--- src/design/rrir_pkg.sv ---
// Package with register offsets, reset values and gain-table constants for the result bank.
package rrir_pkg;

	// ----------------------------------------------------------------
	// Register offsets.
	// ----------------------------------------------------------------
	localparam logic [7:0] RRIR_OFS_DATA_FIRST = 8'h02; // First processed result byte.
	localparam logic [7:0] RRIR_OFS_DATA_LAST = 8'h09; // Last processed result byte.
	localparam logic [7:0] RRIR_OFS_CH0_LOW = 8'h59; // Channel zero bits 7:0.
	localparam logic [7:0] RRIR_OFS_CH0_MID = 8'h5A; // Channel zero bits 15:8.
	localparam logic [7:0] RRIR_OFS_CH0_HIGH = 8'h5B; // Channel zero bits 23:16.
	localparam logic [7:0] RRIR_OFS_CH2_HIGH = 8'h61; // Channel two bits 23:16.
	localparam logic [7:0] RRIR_OFS_CH3_LOW = 8'h62; // Channel three bits 7:0.
	localparam logic [7:0] RRIR_OFS_CH3_MID = 8'h63; // Channel three bits 15:8.
	localparam logic [7:0] RRIR_OFS_CH3_HIGH = 8'h64; // Channel three bits 23:16.
	localparam logic [7:0] RRIR_OFS_MAKER_LOW = 8'hFC; // Maker code low byte.
	localparam logic [7:0] RRIR_OFS_MAKER_HIGH = 8'hFD; // Maker code high byte.
	localparam logic [7:0] RRIR_OFS_PART_LOW = 8'hFE; // Part code low byte.
	localparam logic [7:0] RRIR_OFS_PART_HIGH = 8'hFF; // Part code high byte.

	// ----------------------------------------------------------------
	// Reset values and field layout.
	// ----------------------------------------------------------------
	localparam logic [7:0] RRIR_RST_BYTE = 8'h00; // Raw and result bytes clear at reset.
	localparam logic [23:0] RRIR_RST_RAW = 24'h000000; // Whole raw word clear at reset.
	localparam int RRIR_RAW_W = 24; // Raw measurement width.
	localparam int RRIR_CODE_W = 6; // Gain code width.
	localparam int RRIR_GRP_LSB = 3; // Gain code group field starts here.
	localparam logic [2:0] RRIR_STEP_ONE = 3'h1; // Code offset giving the one-sixteenth step.

	// Gain factor in fixed point, 8 integer bits and 4 fraction bits.
	localparam int RRIR_GAIN_W = 12; // Width of the gain factor.
	localparam int RRIR_GAIN_FRAC = 4; // Fraction bits of the gain factor.
	localparam logic [11:0] RRIR_GAIN_ONE = 12'h010; // Factor 1.0 in fixed point.

endpackage : rrir_pkg

--- src/design/rrir_top.sv ---
// Read-only raw result and identification register bank with gain-code decoder.
`timescale 1ns/100ps

module rrir_top
	import rrir_pkg::*;
#(
	parameter logic [15:0] MAKER_CODE = 16'hA5C3, // Arbitrary value, not a real maker code.
	parameter logic [15:0] PART_CODE = 16'h1234 // Arbitrary value, not a real part code.
) (
	input wire logic CLK_I, // 200 MHz system clock.
	input wire logic RESET_N_I, // Asynchronous reset, active low.
	input wire logic CE_I, // Clock enable; all state holds while low.
	input wire logic [7:0] REG_ADDR_I, // Register offset from the serial port.
	input wire logic REG_RD_I, // Read strobe, one cycle.
	output logic [7:0] REG_RDATA_O, // Read data, registered.
	output logic REG_RVALID_O, // Read data valid, one-cycle pulse.
	input wire logic RAW_UPD_I, // Engine strobe: new raw words are valid.
	input wire logic [23:0] CH0_RAW_I, // Channel zero unprocessed value.
	input wire logic [23:0] CH2_RAW_I, // Channel two unprocessed value.
	input wire logic [23:0] CH3_RAW_I, // Channel three unprocessed value.
	input wire logic DATA_UPD_I, // Engine strobe: new processed results valid.
	input wire logic [63:0] DATA_I, // Processed results, byte 0 for 0x02.
	input wire logic [5:0] GAIN_CODE_I, // Channel amplification code to decode.
	output logic [11:0] GAIN_FACTOR_O // Decoded gain, 8.4 fixed point, registered.
);

	// ----------------------------------------------------------------
	// Stored measurement values.
	// ----------------------------------------------------------------
	logic [23:0] ch0_unprocessed_value_reg; // Channel zero raw word.
	logic [23:0] ch2_unprocessed_value_reg; // Channel two raw word.
	logic [23:0] ch3_unprocessed_value_reg; // Channel three raw word.
	logic [63:0] processed_channel_result_reg; // Eight processed result bytes.
	logic [23:0] snap_reg; // Burst snapshot of one raw word.
	logic [7:0] rdata_next; // Read data before the output flop.
	logic [11:0] gain_next; // Decoded gain before the output flop.

	// ----------------------------------------------------------------
	// Measurement capture.
	// ----------------------------------------------------------------
	// The engine hands over all three raw words in one strobe. Loading them
	// together means a host that reads channel zero and then channel three
	// sees words of the same scan, unless a strobe falls between the reads.
	// Raw words load together on the engine strobe so the three stored words always come from one scan.
	always_ff @(posedge CLK_I or negedge RESET_N_I) begin
		if (!RESET_N_I) begin
			ch0_unprocessed_value_reg <= RRIR_RST_RAW;
			ch2_unprocessed_value_reg <= RRIR_RST_RAW;
			ch3_unprocessed_value_reg <= RRIR_RST_RAW;
		end else if (CE_I && RAW_UPD_I) begin
			ch0_unprocessed_value_reg <= CH0_RAW_I;
			ch2_unprocessed_value_reg <= CH2_RAW_I;
			ch3_unprocessed_value_reg <= CH3_RAW_I;
		end
	end

	// Processed results arrive as one block from the engine.
	// Byte n of the block answers at the first result offset plus n, so
	// the engine can hand over all eight results without an address.
	// A host may see results of two scans if a strobe falls inside its reads.
	always_ff @(posedge CLK_I or negedge RESET_N_I) begin
		if (!RESET_N_I) begin
			// Every result byte clears to the common byte reset value.
			processed_channel_result_reg <= {8{RRIR_RST_BYTE}};
		end else if (CE_I && DATA_UPD_I) begin
			processed_channel_result_reg <= DATA_I;
		end
	end

	// A read of a channel's low byte freezes that word, so the mid and high
	// bytes read afterwards belong to the same conversion as the low byte.
	// Channel two's low bytes are outside this bank, so its high byte reads live.
	// Limitation: a mid or high read with no low read before it returns the
	// last snapshot, which is zero after reset. The register costs 24 flops
	// but spares the engine from stalling its updates while a host is busy.
	// Only one snapshot exists, so interleaved bursts of two channels mix up.
	always_ff @(posedge CLK_I or negedge RESET_N_I) begin
		if (!RESET_N_I) begin
			snap_reg <= RRIR_RST_RAW;
		end else if (CE_I && REG_RD_I) begin
			if (REG_ADDR_I == RRIR_OFS_CH0_LOW) begin
				snap_reg <= ch0_unprocessed_value_reg;
			end else if (REG_ADDR_I == RRIR_OFS_CH3_LOW) begin
				snap_reg <= ch3_unprocessed_value_reg;
			end
		end
	end

	// ----------------------------------------------------------------
	// Read decode.
	// ----------------------------------------------------------------
	// Unmapped offsets read as zero; writes do not exist on this bank.
	// The decode is purely combinational from the offset; only the output
	// flop below is clocked, so the answer always lands one edge after the
	// strobe whatever the offset.
	// Low raw bytes read the live word; the snapshot taken on the same edge
	// keeps the matching upper bytes for the rest of the burst.
	always_comb begin
		rdata_next = RRIR_RST_BYTE;
		if (REG_ADDR_I >= RRIR_OFS_DATA_FIRST && REG_ADDR_I <= RRIR_OFS_DATA_LAST) begin
			rdata_next = processed_channel_result_reg[8*(REG_ADDR_I - RRIR_OFS_DATA_FIRST) +: 8];
		end else begin
			case (REG_ADDR_I)
				RRIR_OFS_CH0_LOW: rdata_next = ch0_unprocessed_value_reg[7:0];
				RRIR_OFS_CH0_MID: rdata_next = snap_reg[15:8];
				RRIR_OFS_CH0_HIGH: rdata_next = snap_reg[23:16];
				RRIR_OFS_CH2_HIGH: rdata_next = ch2_unprocessed_value_reg[23:16];
				RRIR_OFS_CH3_LOW: rdata_next = ch3_unprocessed_value_reg[7:0];
				RRIR_OFS_CH3_MID: rdata_next = snap_reg[15:8];
				RRIR_OFS_CH3_HIGH: rdata_next = snap_reg[23:16];
				RRIR_OFS_MAKER_LOW: rdata_next = MAKER_CODE[7:0];
				RRIR_OFS_MAKER_HIGH: rdata_next = MAKER_CODE[15:8];
				RRIR_OFS_PART_LOW: rdata_next = PART_CODE[7:0];
				RRIR_OFS_PART_HIGH: rdata_next = PART_CODE[15:8];
				default: rdata_next = RRIR_RST_BYTE;
			endcase
		end
	end

	// Read data is registered one cycle after the strobe.
	// The valid flag follows the strobe on every enabled edge, so it pulses
	// once per byte. The data flop only moves on a taken read, which keeps
	// the last answer on the port for a host that samples late.
	// With the clock enable low both outputs hold, the valid flag included.
	always_ff @(posedge CLK_I or negedge RESET_N_I) begin
		if (!RESET_N_I) begin
			REG_RDATA_O <= RRIR_RST_BYTE;
			REG_RVALID_O <= 1'b0;
		end else if (CE_I) begin
			REG_RVALID_O <= REG_RD_I;
			if (REG_RD_I) begin
				REG_RDATA_O <= rdata_next;
			end
		end
	end

	// ----------------------------------------------------------------
	// Gain code decoder.
	// ----------------------------------------------------------------
	// Base is two to the group index. Code offset 0 gives the base, offset 1
	// adds base/16, each further step adds base/8: base*(1 + (2k-1)/16).
	// Four fraction bits hold every factor exactly: the finest step is one
	// sixteenth at group zero, and the top factor 232 still fits in eight
	// integer bits. No rounding happens anywhere in the table.
	always_comb begin
		logic [2:0] grp;
		logic [2:0] ofs;
		logic [11:0] base;
		logic [11:0] step;
		grp = GAIN_CODE_I[RRIR_CODE_W-1:RRIR_GRP_LSB];
		ofs = GAIN_CODE_I[RRIR_GRP_LSB-1:0];
		base = RRIR_GAIN_ONE << grp;
		step = base >> RRIR_GAIN_FRAC;
		gain_next = base;
		if (ofs != 3'h0) begin
			gain_next = 12'(base + step * 12'({ofs, 1'b0} - {3'h0, RRIR_STEP_ONE}));
		end
	end

	// The decoded gain is registered on every enabled edge, one cycle behind
	// the code. Reset shows factor 1.0, the value of code zero.
	always_ff @(posedge CLK_I or negedge RESET_N_I) begin
		if (!RESET_N_I) begin
			GAIN_FACTOR_O <= RRIR_GAIN_ONE;
		end else if (CE_I) begin
			GAIN_FACTOR_O <= gain_next;
		end
	end

	// ----------------------------------------------------------------
	// Assertions.
	// ----------------------------------------------------------------
	// Each read check looks one edge after a taken strobe, when the answer
	// stands on the port. Burst checks chain the taken strobes of one burst
	// and compare against the raw word as it stood at the low byte's edge.
	ch2_high_read_a: assert property (@(posedge CLK_I) disable iff (!RESET_N_I)
		CE_I && REG_RD_I && REG_ADDR_I == RRIR_OFS_CH2_HIGH
		|=> REG_RDATA_O == $past(ch2_unprocessed_value_reg[23:16]) && REG_RVALID_O)
		else $error("Channel two high byte read wrong.");

	ch3_low_read_a: assert property (@(posedge CLK_I) disable iff (!RESET_N_I)
		CE_I && REG_RD_I && REG_ADDR_I == RRIR_OFS_CH3_LOW
		|=> REG_RDATA_O == $past(ch3_unprocessed_value_reg[7:0]))
		else $error("Channel three low byte read wrong.");

	maker_code_read_a: assert property (@(posedge CLK_I) disable iff (!RESET_N_I)
		CE_I && REG_RD_I && REG_ADDR_I == RRIR_OFS_MAKER_HIGH
		|=> REG_RDATA_O == MAKER_CODE[15:8])
		else $error("Maker code high byte wrong.");

	part_code_read_a: assert property (@(posedge CLK_I) disable iff (!RESET_N_I)
		CE_I && REG_RD_I && REG_ADDR_I == RRIR_OFS_PART_LOW
		|=> REG_RDATA_O == PART_CODE[7:0])
		else $error("Part code low byte wrong.");

	gain_top_a: assert property (@(posedge CLK_I) disable iff (!RESET_N_I)
		CE_I && GAIN_CODE_I == 6'h3F |=> GAIN_FACTOR_O == 12'hE80)
		else $error("Top gain code not 232.");

	gain_group_a: assert property (@(posedge CLK_I) disable iff (!RESET_N_I)
		CE_I && GAIN_CODE_I[2:0] == 3'h0
		|=> GAIN_FACTOR_O == (RRIR_GAIN_ONE << $past(GAIN_CODE_I[5:3])))
		else $error("Group gain not a power of two.");

	result_read_a: assert property (@(posedge CLK_I) disable iff (!RESET_N_I)
		CE_I && REG_RD_I && REG_ADDR_I == RRIR_OFS_DATA_LAST
		|=> REG_RDATA_O == $past(processed_channel_result_reg[63:56]))
		else $error("Last result byte wrong.");

	ch0_burst_a: assert property (@(posedge CLK_I) disable iff (!RESET_N_I)
		CE_I && REG_RD_I && REG_ADDR_I == RRIR_OFS_CH0_LOW
		##1 CE_I && REG_RD_I && REG_ADDR_I == RRIR_OFS_CH0_MID
		##1 CE_I && REG_RD_I && REG_ADDR_I == RRIR_OFS_CH0_HIGH
		|=> REG_RDATA_O == $past(ch0_unprocessed_value_reg[23:16], 3))
		else $error("Channel zero burst not coherent.");

	// Further burst and single-byte read checks. A burst that sees a new
	// engine word after its low read must still answer with the old word.
	ch3_mid_read_a: assert property (@(posedge CLK_I) disable iff (!RESET_N_I)
		CE_I && REG_RD_I && REG_ADDR_I == RRIR_OFS_CH3_LOW
		##1 CE_I && REG_RD_I && REG_ADDR_I == RRIR_OFS_CH3_MID
		|=> REG_RDATA_O == $past(ch3_unprocessed_value_reg[15:8], 2))
		else $error("Channel three middle byte read wrong.");

	ch3_high_read_a: assert property (@(posedge CLK_I) disable iff (!RESET_N_I)
		CE_I && REG_RD_I && REG_ADDR_I == RRIR_OFS_CH3_LOW
		##1 CE_I && REG_RD_I && REG_ADDR_I == RRIR_OFS_CH3_MID
		##1 CE_I && REG_RD_I && REG_ADDR_I == RRIR_OFS_CH3_HIGH
		|=> REG_RDATA_O == $past(ch3_unprocessed_value_reg[23:16], 3))
		else $error("Channel three high byte read wrong.");

	ch0_low_read_a: assert property (@(posedge CLK_I) disable iff (!RESET_N_I)
		CE_I && REG_RD_I && REG_ADDR_I == RRIR_OFS_CH0_LOW
		|=> REG_RDATA_O == $past(ch0_unprocessed_value_reg[7:0]))
		else $error("Channel zero low byte read wrong.");

	ch0_mid_read_a: assert property (@(posedge CLK_I) disable iff (!RESET_N_I)
		CE_I && REG_RD_I && REG_ADDR_I == RRIR_OFS_CH0_LOW
		##1 CE_I && REG_RD_I && REG_ADDR_I == RRIR_OFS_CH0_MID
		|=> REG_RDATA_O == $past(ch0_unprocessed_value_reg[15:8], 2))
		else $error("Channel zero middle byte read wrong.");

	maker_low_read_a: assert property (@(posedge CLK_I) disable iff (!RESET_N_I)
		CE_I && REG_RD_I && REG_ADDR_I == RRIR_OFS_MAKER_LOW
		|=> REG_RDATA_O == MAKER_CODE[7:0])
		else $error("Maker code low byte wrong.");

	part_high_read_a: assert property (@(posedge CLK_I) disable iff (!RESET_N_I)
		CE_I && REG_RD_I && REG_ADDR_I == RRIR_OFS_PART_HIGH
		|=> REG_RDATA_O == PART_CODE[15:8])
		else $error("Part code high byte wrong.");

	result_first_a: assert property (@(posedge CLK_I) disable iff (!RESET_N_I)
		CE_I && REG_RD_I && REG_ADDR_I == RRIR_OFS_DATA_FIRST
		|=> REG_RDATA_O == $past(processed_channel_result_reg[7:0]))
		else $error("First result byte wrong.");

	unmapped_read_a: assert property (@(posedge CLK_I) disable iff (!RESET_N_I)
		CE_I && REG_RD_I && REG_ADDR_I == 8'(RRIR_OFS_DATA_LAST + 8'h01)
		|=> REG_RDATA_O == RRIR_RST_BYTE)
		else $error("Offset past the results not zero.");

	// Gain decoder checks, built from the factor one value and not from the
	// decoder's own step arithmetic.
	gain_zero_a: assert property (@(posedge CLK_I) disable iff (!RESET_N_I)
		CE_I && GAIN_CODE_I == 6'h00
		|=> GAIN_FACTOR_O == RRIR_GAIN_ONE)
		else $error("Gain code zero not 1.0.");

	gain_first_step_a: assert property (@(posedge CLK_I) disable iff (!RESET_N_I)
		CE_I && GAIN_CODE_I[2:0] == 3'h1
		|=> GAIN_FACTOR_O == 12'((RRIR_GAIN_ONE + 12'h001) << $past(GAIN_CODE_I[5:3])))
		else $error("First step of a group not one sixteenth up.");

	// Read handshake and clock enable checks.
	valid_pulse_a: assert property (@(posedge CLK_I) disable iff (!RESET_N_I)
		CE_I && REG_RD_I
		|=> REG_RVALID_O)
		else $error("Taken read not answered.");

	valid_drop_a: assert property (@(posedge CLK_I) disable iff (!RESET_N_I)
		CE_I && !REG_RD_I
		|=> !REG_RVALID_O)
		else $error("Read valid without a strobe.");

	ce_freeze_a: assert property (@(posedge CLK_I) disable iff (!RESET_N_I)
		!CE_I
		|=> $stable(REG_RDATA_O) && $stable(REG_RVALID_O) && $stable(GAIN_FACTOR_O))
		else $error("Outputs moved with the clock enable low.");

	// Engine load checks: each stored word is the one offered at the strobe.
	ch2_load_a: assert property (@(posedge CLK_I) disable iff (!RESET_N_I)
		CE_I && RAW_UPD_I
		|=> ch2_unprocessed_value_reg == $past(CH2_RAW_I))
		else $error("Channel two word not loaded.");

	ch3_load_a: assert property (@(posedge CLK_I) disable iff (!RESET_N_I)
		CE_I && RAW_UPD_I
		|=> ch3_unprocessed_value_reg == $past(CH3_RAW_I))
		else $error("Channel three word not loaded.");

	ch0_load_a: assert property (@(posedge CLK_I) disable iff (!RESET_N_I)
		CE_I && RAW_UPD_I
		|=> ch0_unprocessed_value_reg == $past(CH0_RAW_I))
		else $error("Channel zero word not loaded.");

	result_load_a: assert property (@(posedge CLK_I) disable iff (!RESET_N_I)
		CE_I && DATA_UPD_I
		|=> processed_channel_result_reg == $past(DATA_I))
		else $error("Processed results not loaded.");

endmodule : rrir_top

--- config.mk ---
export PLATFORM = sky130hd
export DESIGN_NAME = rrir_top
export DESIGN_NICKNAME = d
export VERILOG_FILES = /design/src/design/rrir_pkg.sv /design/src/design/rrir_top.sv
export SDC_FILE = /design/constraint.sdc
export NUM_CORES = 1
export LEC_CHECK = 0
export ABC_CLOCK_PERIOD_IN_PS = 1300
export BUFFER_PORTS_ARGS = -buffer_cell sky130_fd_sc_hd__buf_4
export CORE_ASPECT_RATIO = 0.6
export CORE_UTILIZATION = 56
export CTS_CLUSTER_DIAMETER = 40
export DETAILED_ROUTE_END_ITERATION = 10
export PLACE_DENSITY = 0.81
export SLEW_MARGIN = 20
export SYNTH_ARGS = -nofsm -noshare
export SYNTH_HDL_FRONTEND = slang
export SYNTH_SLANG_ARGS = --single-unit
--- constraint.sdc ---
create_clock -name CLK_I -period 1.3 [get_ports CLK_I]
set_input_delay 0.065 -clock CLK_I [delete_from_list [all_inputs] [get_ports CLK_I]]
set_output_delay 0.065 -clock CLK_I [all_outputs]
set_load 0.1 [all_outputs]
==> results.py <==
metrics = {
    "outcome": {
        "status": "finished, violations left",
        "violations": "setup timing",
    },
    "route": {
        "vias_per_cell": 5.95,
        "wire_per_inst_um": 22.9,
        "dr.pass1.iters": 7,
        "dr.first_iter.drc_count": 767,
        "routed_wl_um": 29900,
        "ant_nets": 0,
        "met1_length_um": 11600,
        "dr_wl_met3_um": 2770,
        "top_layer": "met4",
        "dr_wl_met2_um": 14600,
        "vias": 7757,
        "drcViolationCount": 0,
    },
    "cts": {
        "cts_buffer_depth": 2,
        "cts_made_buffers": 17,
        "clock-sinks": 157,
        "cts_max_level": 4,
        "cts_tree": "yes",
        "cts_root_buf": "clkbuf_16",
        "clkTransAtPathRegs_ns": 0.07,
        "insertion_delay_ns": 0.44,
    },
    "synthesis": {
        "synth_area_mm2": 0.00856,
        "synth_top_area_share_pct": 45.6,
        "yosysWarnings": 0,
        "synth_area_leaders": "dfrtp_1, mux2_2, fa_1",
        "seq_area_frac_synth_pct": 45.9,
        "synth_edf_count": 0,
        "ys_ff_latch": 157,
        "async_flop_share_pct": 100,
        "synth_top_area_cell": "dfrtp_1",
        "synthCells": 727,
        "synth_cell_types": 61,
        "syn_nets": 936,
        "avgSynthCellArea_um2": 11.8,
        "synthFlopType": "dfrtp_1",
    },
    "critical_path": {
        "critPathMaxFanout": 3,
        "r2r_start": "processed_channel_result_reg[42]",
        "rr_worst_depth": 5,
        "cp-start-kind": "input pin",
        "critPathSlowestCell": "fa_2",
        "critPathRequiredTime_ns": 1.62,
        "arrival_ns": 3.99,
        "r2r_end": "REG_RDATA_O[2]",
        "path_cells": "buf_6 -> or3_4 -> nand2b_4 -> fa_1 -> fa_1 -> inv_1 -> fa_1 -> inv_1 -> fa_2 -> inv_2 -> ha_4 -> inv_2 -> fa_2 -> nor2b_4 -> o21a_1 -> or3_1 -> a31oi_1 -> nor2_1",
        "critPathMaxStageDelay_ns": 0.53,
        "end_kind": "register",
        "regToRegSetupSlack_ns": -0.16,
        "path_class": "input pin to register",
        "cp_common_cell": "fa_1",
    },
    "timing": {
        "finClkSkew_ns": 0.0185,
        "fmax_mhz": 273,
        "finalHoldViolCount": 0,
        "finalWorstSetupSlack_ns": -2.37,
        "period_needed_ns": 3.67,
        "final-setup-viol-count": 18,
        "finalCritPeriodShare_pct": 282,
        "rsz0062_at_grt": "yes",
        "tightest_slew_ns": 0.485,
        "relSlewSlack_pct": 67.4,
        "fin_tns_setup_ns": -18.84,
        "drv_slew": 0,
    },
    "final_layout": {
        "fin_cells": 1304,
        "stdcell_area_mm2": 0.0131,
        "area_growth_pct": 52.4,
        "layout.nets": 1302,
        "diodes": 0,
        "largest_reg_flops": 64,
        "final_common_cell": "buf_4",
        "final_cell_mix": "buf_4, dfrtp_1, dlygate4sd3_1",
        "drive_gt1_share_pct": 46.3,
    },
    "power_and_ir_drop": {
        "power_leakage_nw": 5.92,
        "power.switching_mw": 5.42,
        "sw_frac_of_total_pct": 34.7,
        "power.density_mw_per_mm2": 1200,
        "pwr-share-comb_pct": 28.4,
        "power_frac_seq_pct": 39.0,
        "ir_worst_vdd_uv": 1170,
        "p_int_mw": 10.2,
        "pwr-share-clk_pct": 32.6,
    },
    "die": {
        "die_h_um": 97.8,
        "fp.dieArea_mm2": 0.0158,
        "initial_core_util_pct": 58.2,
        "rows": 34,
        "core_area_mm2": 0.0147,
        "die_w_um": 162,
        "ios": 177,
    },
    "worst_hold_path": {
        "worstHoldEndpoint": "GAIN_FACTOR_O[9]",
        "min_from": "CE_I",
        "hp-class": "input pin to register",
        "hold_depth": 3,
    },
    "global_route": {
        "antenna_found_initial": 0,
        "overflow": 0,
        "grt_pass1_wl_um": 44300,
        "grt_pass1_vias": 8126,
        "grt_max_degree": 65,
        "grt_use_total_pct": 37.3,
    },
    "place": {
        "dpl.hpwl_um": 17500,
        "place_inst": 1145,
        "placed_area_mm2": 0.0108,
        "gp_congestion": 0.923,
        "io_buffer_count": 160,
    },
    "job": {
        "drv_cap": 0,
    },
}
-- kinds of logic (layout without fill, tap and decap cells) --
logic type | Yosys count | in the layout | share of synthesized area (%)
adders and majority gates | 53 | 53 | 10.0
muxes | 168 | 168 | 21.4
and+or+nand+nor | 136 | 136 | 7.92
DFF | 157 | 157 | 45.9
buffers and inverters | 91 | 470 | 4.78
xor gates and xnor gates | 6 | 6 | 0.614
AOI/OAI and AO/OA | 116 | 116 | 9.34
-- worst max path at each step --
stage	start	endpoint	slack, ns	depth (start not counted)
6_report	GAIN_CODE_I[2]	GAIN_FACTOR_O[8]	-2.37	18
5_1_grt	GAIN_CODE_I[4]	GAIN_FACTOR_O[8]	-2.59	20
4_1_cts	GAIN_CODE_I[2]	GAIN_FACTOR_O[10]	-2.36	18
3_5_place_dp	GAIN_CODE_I[3]	GAIN_FACTOR_O[10]	-2.96	18
3_3_place_gp	GAIN_CODE_I[3]	GAIN_FACTOR_O[10]	-2.84	18
2_1_floorplan	GAIN_CODE_I[2]	GAIN_FACTOR_O[8]	-2.73	18
-- synth_stat cells, types with 9 or more instances --
cell type / n
dfrtp_1: 156
mux2_2: 122
nand2_1: 16
a22oi_1: 19
inv_1: 53
nor2b_1: 9
buf_2: 15
o21ai_0: 16
mux2i_1: 46
ha_1: 27
fa_1: 26
clkbuf_1: 12
nand3_1: 10
nor2_1: 66
a21oi_1: 35
-- layout make-up --
class / count / area, um2
clock buffer: 17 / 425
clock inverter: 15 / 168
fill: 608 / 1670
inverter: 54 / 215
multi-input combinational: 479 / 4720
sequential: 157 / 3930
tap: 198 / 248
timing repair buffer: 384 / 3340
-- per-layer routing --
metal  global-route usage [%]  vias up
li1                         -     3297
met4                     12.8        0
met3                     7.82       79
met5                        0        -
met1                     48.6     3896
met2                     62.3      485
-- power by group through the flow --
stage                     clock network [mW]  registers, mW  logic, mW
after CTS                               5.02           5.98       4.13
final                                   5.09           6.10       4.43
after floorplan                            0           6.65       1.65
after global placement                     0           6.00       3.52
after global routing                    5.31           6.14       4.67
after detailed placement                   0           6.06       3.63
-- stage by stage --
step                util [%]  total power [mW]  hold WS, ns  setup WS, ns
floorplan                  -              8.31       -0.231         -2.73
detailed placement      73.2              9.69      -0.0275         -2.96
global placement        73.2              9.52      -0.0304         -2.84
CTS                     87.1              15.1       0.0152         -2.36
finish                  88.7              15.6       0.0596         -2.37
global route            88.7              16.1       0.0585         -2.59
-- critical path: cells and delay by family --
kind / cells / cell delay, ns
adder cells (fa/ha/maj): 6 / 2.38
AND/OR/NAND/NOR: 5 / 0.95
buffers and inverters: 5 / 0.28
AO/OA/AOI/OAI: 2 / 0.31
-- timing repair --
action / CTS / global route
gates resized for setup: 47 / 37
endpoints found under the setup margin: 16 / 18
hold endpoints to repair: 277 / 0
hold buffers: 122 / 0
buffers inserted: 4 / 2
pin swaps: 25 / 19
Note: power is estimated with default switching activity, not from simulation.
